## src/tcig_consts.vh

```
// Constants for the channel 2 interrupt-enable gate: offsets, fields, reset values.
// Assumes a 16-bit register port with 4-bit word addresses and one clock.
// Function
// - Enable A bit 1 passes capture/match request of flag B, else blocks it.
// - Enable A bit 0 passes capture/match request of flag A, else blocks it.
// - Enable B bits 15 to 9 always read back as zero.
// - Enable B bit 8 forwards the B-side overflow request only while set.
// - Enable B bit 7 forwards compare request of flag H, else blocks it.
// - Enable B bit 6 forwards compare request of flag G, else blocks it.
// - Enable B bit 5 forwards compare request of flag F, else blocks it.
// - Enable B bit 4 forwards compare request of flag E, else blocks it.
// - Enable B bit 3 forwards compare request of flag D, else blocks it.
// - Enable B bit 2 forwards compare request of flag C, else blocks it.
// - Enable B bit 1 forwards compare request of flag B, else blocks it.
// - Enable B bit 0 forwards compare request of flag A, else blocks it.
// - All enable bits reset to zero, so every request starts disabled.
`ifndef TCIG_CONSTS_VH
`define TCIG_CONSTS_VH

// Register port geometry
`define TCIG_ADDR_W 4
`define TCIG_DATA_W 16

// Word addresses
`define TCIG_ADR_EN_A 4'h0
`define TCIG_ADR_EN_B 4'h1
`define TCIG_ADR_EVT_STAT 4'h2
`define TCIG_ADR_EVT_CLR 4'h3
`define TCIG_ADR_EVT_EN 4'h4

// Enable register A fields handled here
`define TCIG_A_W 2
`define TCIG_A_MSB 1
`define TCIG_A_RESET 2'h0
`define TCIG_A_RSV_ZERO 14'h0000

// Enable register B fields
`define TCIG_B_W 9
`define TCIG_B_MSB 8
`define TCIG_B_OVF_BIT 8
`define TCIG_B_CMP_MSB 7
`define TCIG_B_RSV_LSB 9
`define TCIG_B_RESET 9'h000
`define TCIG_B_RSV_ZERO 7'h00

// Event status layout
`define TCIG_EVT_W 12
`define TCIG_EVT_MSB 11
`define TCIG_EVT_CAP_LSB 0
`define TCIG_EVT_CMP_LSB 2
`define TCIG_EVT_OVF_BIT 10
`define TCIG_EVT_RSVWR_BIT 11
`define TCIG_EVT_RESET 12'h000
`define TCIG_EVT_PAD_ZERO 4'h0

`define TCIG_ZERO16 16'h0000

`endif

```

## src/tcig_gate.v

```verilog
// Registered request gate: each request is its flag AND its enable.
// Assumes flags are levels synchronous to the clock.
`timescale 1ns/1ps
module tcig_gate #(
  parameter W = 1
) (
  // Clock and reset
  input wire clk,
  input wire rst_b,
  // Flags and enables
  input wire [W-1:0] flag,
  input wire [W-1:0] en,
  // Gated requests
  output reg [W-1:0] req_r,
  output wire [W-1:0] req_nxt
);

  // Gate is combinational, the output one clock behind to keep it glitch free
  assign req_nxt = flag & en;

  always @(posedge clk or negedge rst_b) begin
    if (!rst_b) begin
      req_r <= {W{1'b0}};
    end else begin
      req_r <= req_nxt;
    end
  end

endmodule

```

## src/tcig_evt.v

```verilog
// Sticky event status with write-one-to-clear and a masked level interrupt.
// Assumes events are one-cycle pulses from the same clock.
`timescale 1ns/1ps
`include "tcig_consts.vh"
module tcig_evt (
  // Clock and reset
  input wire clk,
  input wire rst_b,
  // Events and software controls
  input wire [`TCIG_EVT_MSB:0] evt,
  input wire [`TCIG_EVT_MSB:0] clr,
  input wire [`TCIG_EVT_MSB:0] mask,
  // State
  output reg [`TCIG_EVT_MSB:0] stat_r,
  output reg irq_r
);

  reg [`TCIG_EVT_MSB:0] stat_nxt;

  // Set beats clear so an event landing on a clear is not lost
  always @* begin
    stat_nxt = (stat_r & ~clr) | evt;
  end

  always @(posedge clk or negedge rst_b) begin
    if (!rst_b) begin
      stat_r <= `TCIG_EVT_RESET;
      irq_r <= 1'b0;
    end else begin
      stat_r <= stat_nxt;
      irq_r <= |(stat_nxt & mask);
    end
  end

endmodule

```

## src/tcig_top.v

```verilog
// Channel 2 interrupt-enable gate: enable registers A (low bits) and B,
// gated request outputs, and a sticky event summary with one interrupt line.
// Assumes status flags are levels synchronous to CORE_CLK and a single-cycle
// strobe master that never asserts both strobes together.
//
// Chosen here: the address map and the address-and-strobe port.
`timescale 1ns/1ps
`include "tcig_consts.vh"
module tcig_top (
  // Clock and reset
  input wire CORE_CLK,
  input wire RST_B,
  // Register port
  input wire [`TCIG_ADDR_W-1:0] REG_ADDR,
  input wire [`TCIG_DATA_W-1:0] REG_WDATA,
  input wire REG_WR,
  input wire REG_RD,
  output reg [`TCIG_DATA_W-1:0] REG_RDATA,
  // Status flags from the channel 2 counters
  input wire [`TCIG_A_MSB:0] CAPTURE_MATCH_FLAG,
  input wire [`TCIG_B_CMP_MSB:0] CMP_FLAG,
  input wire OVERFLOW_FLAG_B,
  // Gated requests to the interrupt controller
  output wire [`TCIG_A_MSB:0] CAPTURE_MATCH_IRQ,
  output wire [`TCIG_B_CMP_MSB:0] CMP_IRQ,
  output wire OVERFLOW_IRQ_B,
  // Summary interrupt
  output wire IRQ_OUT
);

  // Register storage
  reg [`TCIG_A_MSB:0] en_a_r;
  reg [`TCIG_A_MSB:0] en_a_nxt;
  reg [`TCIG_B_MSB:0] en_b_r;
  reg [`TCIG_B_MSB:0] en_b_nxt;
  reg [`TCIG_EVT_MSB:0] evt_en_r;
  reg [`TCIG_EVT_MSB:0] evt_en_nxt;
  reg [`TCIG_EVT_MSB:0] evt_clr;
  reg [`TCIG_DATA_W-1:0] rdata_nxt;
  reg rsv_wr_evt;

  wire [`TCIG_A_MSB:0] cap_req_r;
  wire [`TCIG_A_MSB:0] cap_req_nxt;
  wire [`TCIG_B_MSB:0] b_req_r;
  wire [`TCIG_B_MSB:0] b_req_nxt;
  wire [`TCIG_B_MSB:0] b_flags;
  wire [`TCIG_EVT_MSB:0] evt_stat;
  wire [`TCIG_EVT_MSB:0] evt_pulse;
  wire irq_sum;

  // Zero-extends a narrow field onto the data bus
  function [`TCIG_DATA_W-1:0] f_ext;
    input [`TCIG_DATA_W-1:0] v;
    begin
      f_ext = v;
    end
  endfunction

  // True for a write strobe at the given address
  function f_wr_hit;
    input wr;
    input [`TCIG_ADDR_W-1:0] addr;
    input [`TCIG_ADDR_W-1:0] target;
    begin
      f_wr_hit = wr && (addr == target);
    end
  endfunction

  // Write path
  always @* begin
    en_a_nxt = en_a_r;
    en_b_nxt = en_b_r;
    evt_en_nxt = evt_en_r;
    evt_clr = `TCIG_EVT_RESET;
    rsv_wr_evt = 1'b0;
    if (f_wr_hit(REG_WR, REG_ADDR, `TCIG_ADR_EN_A)) begin
      // Upper bits of register A belong to other logic and are dropped here
      en_a_nxt = REG_WDATA[`TCIG_A_MSB:0];
    end
    if (f_wr_hit(REG_WR, REG_ADDR, `TCIG_ADR_EN_B)) begin
      en_b_nxt = REG_WDATA[`TCIG_B_MSB:0];
      // Reserved bits are never stored; a nonzero write is flagged as misuse
      rsv_wr_evt = |REG_WDATA[`TCIG_DATA_W-1:`TCIG_B_RSV_LSB];
    end
    if (f_wr_hit(REG_WR, REG_ADDR, `TCIG_ADR_EVT_EN)) begin
      evt_en_nxt = REG_WDATA[`TCIG_EVT_MSB:0];
    end
    if (f_wr_hit(REG_WR, REG_ADDR, `TCIG_ADR_EVT_CLR)) begin
      evt_clr = REG_WDATA[`TCIG_EVT_MSB:0];
    end
  end

  // Read path; unmapped and write-only addresses read zero
  always @* begin
    rdata_nxt = `TCIG_ZERO16;
    if (REG_RD) begin
      case (REG_ADDR)
        `TCIG_ADR_EN_A: begin
          rdata_nxt = f_ext({`TCIG_A_RSV_ZERO, en_a_r});
        end
        `TCIG_ADR_EN_B: begin
          rdata_nxt = f_ext({`TCIG_B_RSV_ZERO, en_b_r});
        end
        `TCIG_ADR_EVT_STAT: begin
          rdata_nxt = f_ext({`TCIG_EVT_PAD_ZERO, evt_stat});
        end
        `TCIG_ADR_EVT_EN: begin
          rdata_nxt = f_ext({`TCIG_EVT_PAD_ZERO, evt_en_r});
        end
        default: begin
          rdata_nxt = `TCIG_ZERO16;
        end
      endcase
    end
  end

  always @(posedge CORE_CLK or negedge RST_B) begin
    if (!RST_B) begin
      en_a_r <= `TCIG_A_RESET;
      en_b_r <= `TCIG_B_RESET;
      evt_en_r <= `TCIG_EVT_RESET;
      REG_RDATA <= `TCIG_ZERO16;
    end else begin
      en_a_r <= en_a_nxt;
      en_b_r <= en_b_nxt;
      evt_en_r <= evt_en_nxt;
      REG_RDATA <= rdata_nxt;
    end
  end

  // Capture/compare-match gating from register A
  tcig_gate #(.W(`TCIG_A_W)) u_gate_a (
    .clk(CORE_CLK),
    .rst_b(RST_B),
    .flag(CAPTURE_MATCH_FLAG),
    .en(en_a_r),
    .req_r(cap_req_r),
    .req_nxt(cap_req_nxt)
  );

  // Overflow sits above the eight compare flags, as in register B
  assign b_flags = {OVERFLOW_FLAG_B, CMP_FLAG};

  tcig_gate #(.W(`TCIG_B_W)) u_gate_b (
    .clk(CORE_CLK),
    .rst_b(RST_B),
    .flag(b_flags),
    .en(en_b_r),
    .req_r(b_req_r),
    .req_nxt(b_req_nxt)
  );

  assign CAPTURE_MATCH_IRQ = cap_req_r;
  assign CMP_IRQ = b_req_r[`TCIG_B_CMP_MSB:0];
  assign OVERFLOW_IRQ_B = b_req_r[`TCIG_B_OVF_BIT];

  // Events 10:0 are rising edges of the gated requests, so a held flag counts once; bit 11 is the reserved write
  assign evt_pulse = {rsv_wr_evt,
                      b_req_nxt & ~b_req_r,
                      cap_req_nxt & ~cap_req_r};

  tcig_evt u_evt (
    .clk(CORE_CLK),
    .rst_b(RST_B),
    .evt(evt_pulse),
    .clr(evt_clr),
    .mask(evt_en_r),
    .stat_r(evt_stat),
    .irq_r(irq_sum)
  );

  assign IRQ_OUT = irq_sum;

endmodule

```

## config.mk

```make
export PLATFORM = sky130hd
export DESIGN_NAME = tcig_top
export DESIGN_NICKNAME = d
export VERILOG_FILES = /design/src/tcig_gate.v /design/src/tcig_evt.v /design/src/tcig_top.v
export VERILOG_INCLUDE_DIRS = /design/src
export SDC_FILE = /design/constraint.sdc
export NUM_CORES = 1
export LEC_CHECK = 0
export BUFFER_PORTS_ARGS = -buffer_cell sky130_fd_sc_hd__buf_2
export CORE_ASPECT_RATIO = 1.25
export CORE_MARGIN = 1
export CORE_UTILIZATION = 57
export DETAILED_ROUTE_END_ITERATION = 10
export PLACE_DENSITY = 0.8
export SLEW_MARGIN = 40
export SYNTH_ARGS = -nofsm -noshare
export SYNTH_HDL_FRONTEND = slang
export SYNTH_HIERARCHICAL = 1
export SYNTH_SLANG_ARGS = --single-unit
```

## constraint.sdc

```tcl
create_clock -name CORE_CLK -period 4.8 [get_ports CORE_CLK]
set_input_delay 0 -clock CORE_CLK [delete_from_list [all_inputs] [get_ports CORE_CLK]]
set_output_delay 0 -clock CORE_CLK [all_outputs]
set_load 0.01 [all_outputs]
```

; ---- Word level (Yosys, flattened, before mapping)
; Index checks and enable logic that the tools add are counted.
[word_totals]
out_inout_bits = 28
n_memories = 0
wordCells = 33
rom_bits = 0
reg_bits = 63
latch_bits = 0
ram_bits = 0
[classes]
n_div = 0
magnitude_cmp = 0
n_reduce_logical = 7
multipliers = 0
addsub = 0
n_eq_ne = 4
bitwise_logic = 10
mux = 4
shift = 0
[ops]
columns = operator, count
row1 = 12-bit one-hot mux with 4 select lines, 1
row2 = 12-bit bitwise AND, 2
row3 = 12-bit 2-to-1 mux, 2
row4 = 9-bit bitwise AND, 2
row5 = 12-bit inverter, 1
row6 = 12-bit bitwise OR, 1
row7 = 12-bit OR reduction, 1
row8 = 9-bit inverter, 1
row9 = 4-bit by 2-bit equality test with 1-bit output (second input constant), 2
row10 = 7-bit OR reduction, 1
row11 = 2-bit bitwise AND, 2
row12 = 4-bit by 1-bit equality test with 1-bit output (second input constant), 1
row13 = 4-bit by 3-bit equality test with 1-bit output (second input constant), 1
row14 = 1-bit logical AND, 4
row15 = 4-bit zero test, 1
row16 = 2-bit inverter, 1
row17 = 1-bit 2-to-1 mux, 1

; ---- Depth between registers and ports, before layout
[logic_depth]
word_depth = 8
ltp_mapped = 9
depth_no_buf = 7

; ---- Cells and area by module
; Netlist, hierarchy kept.
[by_module_without_submodules]
columns = module, area_per_inst_um2, instances, seq_area_each_um2, cells_per_inst
row1 = tcig_top, 1834.3, 1, 875.8, 158
row2 = tcig_evt, 550.5, 1, 325.3, 52
row3 = tcig_gate at u_gate_b, 281.5, 1, 225.2, 18
row4 = tcig_gate at u_gate_a, 62.6, 1, 50.0, 4

; ---- Worst setup path before layout
; OpenSTA, ideal clock, no wires.
[synth_timing]
path_kind = input port to flip-flop
startpoint = input REG_ADDR[2]
endpoint = register u_evt.irq_r
path_stages = 9
t_arrival_ns = 1.775
path_buffers = 2
slack_ns = 2.886
setup_ns = 0.139
path_cell_list = buf_4 -> nor2_1 -> and4_1 -> clkbuf_1 -> and2_1 -> inv_1 -> a21o_1 -> a22o_1 -> or4_1
[synth_between]
elab_chain_cells = 8
word_cells_on_any_way = 11
classes_between = 2 x eq/ne / 2 x mux / 4 x bitwise / 3 x reduce/logical
[synth_rtl]
columns = item, line_no
row1 = from (decl), tcig_top.v:14  ; input wire [`TCIG_ADDR_W-1:0] REG_ADDR,
row2 = 4-bit by 2-bit equality test with 1-bit output, tcig_top.v:65  ; f_wr_hit = wr && (addr == target);
row3 = 1-bit logical AND, tcig_top.v:65
row4 = 12-bit 2-to-1 mux, tcig_top.v:88  ; if (f_wr_hit(REG_WR, REG_ADDR, `TCIG_ADR_EVT_CLR)) begin
row5 = via evt_clr[3], tcig_top.v:38  ; reg [`TCIG_EVT_MSB:0] evt_clr;
row6 = 12-bit inverter, tcig_evt.v:22  ; stat_nxt = (stat_r & ~clr) | evt;
row7 = 12-bit bitwise AND, tcig_evt.v:22
row8 = 12-bit bitwise OR, tcig_evt.v:22
row9 = via u_evt.stat_nxt[3], tcig_evt.v:18  ; reg [`TCIG_EVT_MSB:0] stat_nxt;
row10 = 12-bit bitwise AND, tcig_evt.v:31  ; irq_r <= |(stat_nxt & mask);
row11 = 12-bit OR reduction, tcig_evt.v:31
row12 = to (signal assigned), tcig_evt.v:31
row13 = to (decl), tcig_evt.v:15  ; output reg irq_r
; The timed path passes the listed nets, and every way through them passes these cells.
; A chain may end at the register's enable or synchronous reset.

; ---- Final worst setup path
[layout_timing]
startpoint = input REG_ADDR[2]
endpoint = register u_evt.irq_r
[layout_between]
elab_chain_cells = 8
word_cells_on_any_way = 11
classes_between = 2 x eq/ne / 2 x mux / 4 x bitwise / 3 x reduce/logical
[layout_rtl]
columns = item, line_no
row1 = 4-bit by 2-bit equality test with 1-bit output, tcig_top.v:65
row2 = 1-bit logical AND, tcig_top.v:65
row3 = 12-bit 2-to-1 mux, tcig_top.v:88
row4 = via evt_clr[9], tcig_top.v:38
row5 = 12-bit inverter, tcig_evt.v:22
row6 = 12-bit bitwise AND, tcig_evt.v:22
row7 = 12-bit bitwise OR, tcig_evt.v:22
row8 = 12-bit bitwise AND, tcig_evt.v:31
row9 = 12-bit OR reduction, tcig_evt.v:31
; The timed path passes the listed nets, and every way through them passes these cells.

==> out/metrics.yaml <==
synth:
  synth_top_area_cell: "dfrtp_1"
  synth_xor_area_frac: 0
  synthMuxAreaShare: 0.1169
  synthAdderAreaFrac: 0.003668
  synth_top_family_by_area: "simple AND/OR/NAND/NOR gates"
  synth_top_area_share: 0.5410
  yosysWarnings: 6
  ys_seq_elements: 59
  ys_types: 33
  ys_top_cells_by_area: "dfrtp_1, mux2_2, mux2_4"
  synthesis.area_um2: 2729
  yosys.area_share.simple: 0.2109
  syn_avg_cell_area_um2: 11.76
  syn_inst: 232
  synth_compound_area_frac: 0.08436
  ys_seq_area_frac: 0.5410
sta:
  period_share: 0.3977
  max_freq_ghz: 0.5239
  slew_violations: 0
  worstMarginPinSlew_ns: 0.7241
  relSlewSlack: 0.5152
  setup_ws_ns: 2.891
  hold_viol: 0
  period_minus_slack_ns: 1.909
  fin_tns_setup_ns: 0
  whs_ns: 0.1124
  finalSetupViolCount: 0
  rsz0062_at_grt: "false"
  fin_skew_ns: 0.005902
placement:
  dp.cells: 340
  hpwl_mm: 3.971
  pre_cts_ws_ns: 2.588
  gp_congestion: 0.8097
  port_buffers: 58
  placed_cell_area_um2: 3034
cts:
  numCtsBuffers: 9
  clock_latency_ns: 0.34
  cts_tree: "yes"
  clockRootBuffer: "clkbuf_8"
  cts-root-to-sink-buffers: 2
  clock-sinks: 59
  h-tree-depth: 3
  postCtsSetupBuffers: 0
  path_clk_slew_ns: 0.06
power:
  p_leak_nw: 1.681
  p_int_mw: 0.9127
  ir_drop_mv: 0.2772
  p_comb_frac: 0.179
  seqPwrFrac: 0.503
  power_frac_clock: 0.318
  switching_share: 0.2657
  p_per_area_nw_per_um2: 359.7
  total_power_mw: 1.243
  p_switching_mw: 0.3302
final_layout:
  layout-drive-gt1-share: 0.3323
  fin_area_um2: 3456
  stdcell_count: 380
  final_core_util: 0.7691
  multi_input_area_um2: 1159
  register_area_um2: 1476
  fin_nets: 352
  fill_cells: 293
  syn_to_final_growth_pct: 26.64
  diodes: 0
floorplanning:
  io_pins: 63
  rows: 27
  initial_core_util: 0.6074
  dieArea_um2: 5070
  die-width_um: 63.89
  dieHeight_um: 79.36
  core-area_um2: 4493
grt:
  track_usage: 0.2708
  grt_max_degree: 60
  grt_pass1_wl_mm: 9.880
  grt_antenna_before_repair: 0
  grt_overflow_total: 0
  grt_pass1_vias: 2048
setup_path:
  required_ns: 5.01
  startpoint_type: "primary input"
  worstPathArrival_ns: 2.12
  setup.worst_path.class: "in -> reg"
  end_kind: "flip-flop"
  path_max_fanout: 12
status:
  status: "completed"
routing:
  drc_errors: 0
  wl_mm: 6.123
  initialDrtViolationCount: 96
  firstDrtPassIters: 4
  vias_per_cell: 5.376
  antenna_left: 0
  routedWlPerCell_um: 16.11
  dr_total_vias: 2043
run:
  maxCapViolCount: 0
worst_hold_path:
  hp-class: "in -> reg"
-- critical path, stage by stage --
cell and delay, ns:
buf_2 0.17, nor2_1 0.34, and4_1 0.49, and2_1 0.18, nor2b_1 0.05, o21ai_0 0.23
o2111ai_1 0.15, or4_1 0.50
-- cells in the mapped netlist --
master      n
a22o_1      2
nor4_1      1
nand3_1     1
and4b_1     1
clkbuf_1    4
and2_1     23
and3b_1    14
a22oi_1     5
and4_1      1
a21o_1      4
a21oi_1    11
nand2_1     9
o2111ai_1   2
nor2b_1    17
nand2_4     1
buf_2       1
or2_2       6
o21ai_0    13
maj3_1      1
inv_1      10
a21boi_0    1
mux2_4     10
or3b_4      1
dfrtp_1    59
mux2_2     15
buf_6       1
nor3_1      2
nor2_1      6
or4_1       1
buf_4       6
nor4b_4     1
conb_1      1
nor4b_2     1
-- final cells by class --
type	instances	share of cell area
clock buffer	14	0.04707
timing repair buffer	83	0.1557
clock inverter	2	0.002896
multi-input combinational	154	0.3353
tap	58	0.02100
sequential	59	0.4272
inverter	10	0.01086
-- worst paths after layout --
kind | startpoint | end | slack [ns] | cells after the start
min in group asynchronous | RST_B | REG_RDATA[11] | 0.33 | 3
hold reg to reg | u_evt/stat_r[11] | u_evt/stat_r[11] | 0.51 | 1
setup reg to reg | en_b_r[7] | u_evt/irq_r | 3.06 | 5
max in group asynchronous | RST_B | en_b_r[7] | 3.99 | 3
setup / recovery | REG_ADDR[2] | u_evt/irq_r | 2.89 | 8
hold / removal | REG_WDATA[13] | u_evt/stat_r[11] | 0.11 | 4
-- logic make-up after synthesis --
logic type	after synthesis
multiplexers	25
flip-flops	59
AND/OR/NAND/NOR	86
other	1
buffers and inverters	22
adder cells (fa/ha/maj)	1
AO/OA/AOI/OAI	38
-- flip-flops by register name (all words and copies together), names as in the netlist --
name / flops
u_evt/irq_r: 1
evt_en_r: 12
u_gate_a/req_r: 2
u_evt/stat_r: 12
u_gate_b/req_r: 9
en_b_r: 9
REG_RDATA: 12
en_a_r: 2
-- per-layer routing --
metal,track usage,up-vias,share of wire
li1,-,957,-
met1,0.3314,991,0.40
met2,0.4415,79,0.51
met3,0.06897,16,0.065
met4,0.1364,0,0.024
met5,0,-,0
-- layout by cell type (no fill, tap or decap) --
cell type,instances
a22o_1,2
and4_1,1
and4b_1,1
inv_1,10
buf_4,1
nand2_4,1
nor3_1,2
maj3_1,1
a22oi_1,5
nor2_1,6
or2_2,6
and3b_1,14
nand2_1,9
nor4b_4,2
dfrtp_1,59
o2111ai_1,2
a21boi_0,1
o21ai_0,13
a21o_1,4
conb_1,4
or4_1,1
clkinv_2,2
mux2_4,10
clkbuf_1,3
nor2b_1,17
clkbuf_8,11
nor4_1,1
and2_1,23
dlygate4sd3_1,24
nand3_1,1
a21oi_1,11
mux2_2,15
or3b_4,1
buf_2,58
-- what timing repair did --
action / CTS / global route
endpoints found under the hold margin: 93 / 0
hold buffers: 24 / 0
endpoints found under the setup margin: 0 / 0
resized for setup: 0 / 0
-- power by group through the flow --
stage / combinational (mW) / sequential (mW) / clock [mW]
after floorplan: 0.134 / 0.620 / 0
after global placement: 0.200 / 0.629 / 0
after detailed placement: 0.205 / 0.631 / 0
after CTS: 0.222 / 0.623 / 0.401
after global routing: 0.244 / 0.633 / 0.421
final: 0.223 / 0.625 / 0.396
No activity file was read; power rests on OpenSTA's default activity.
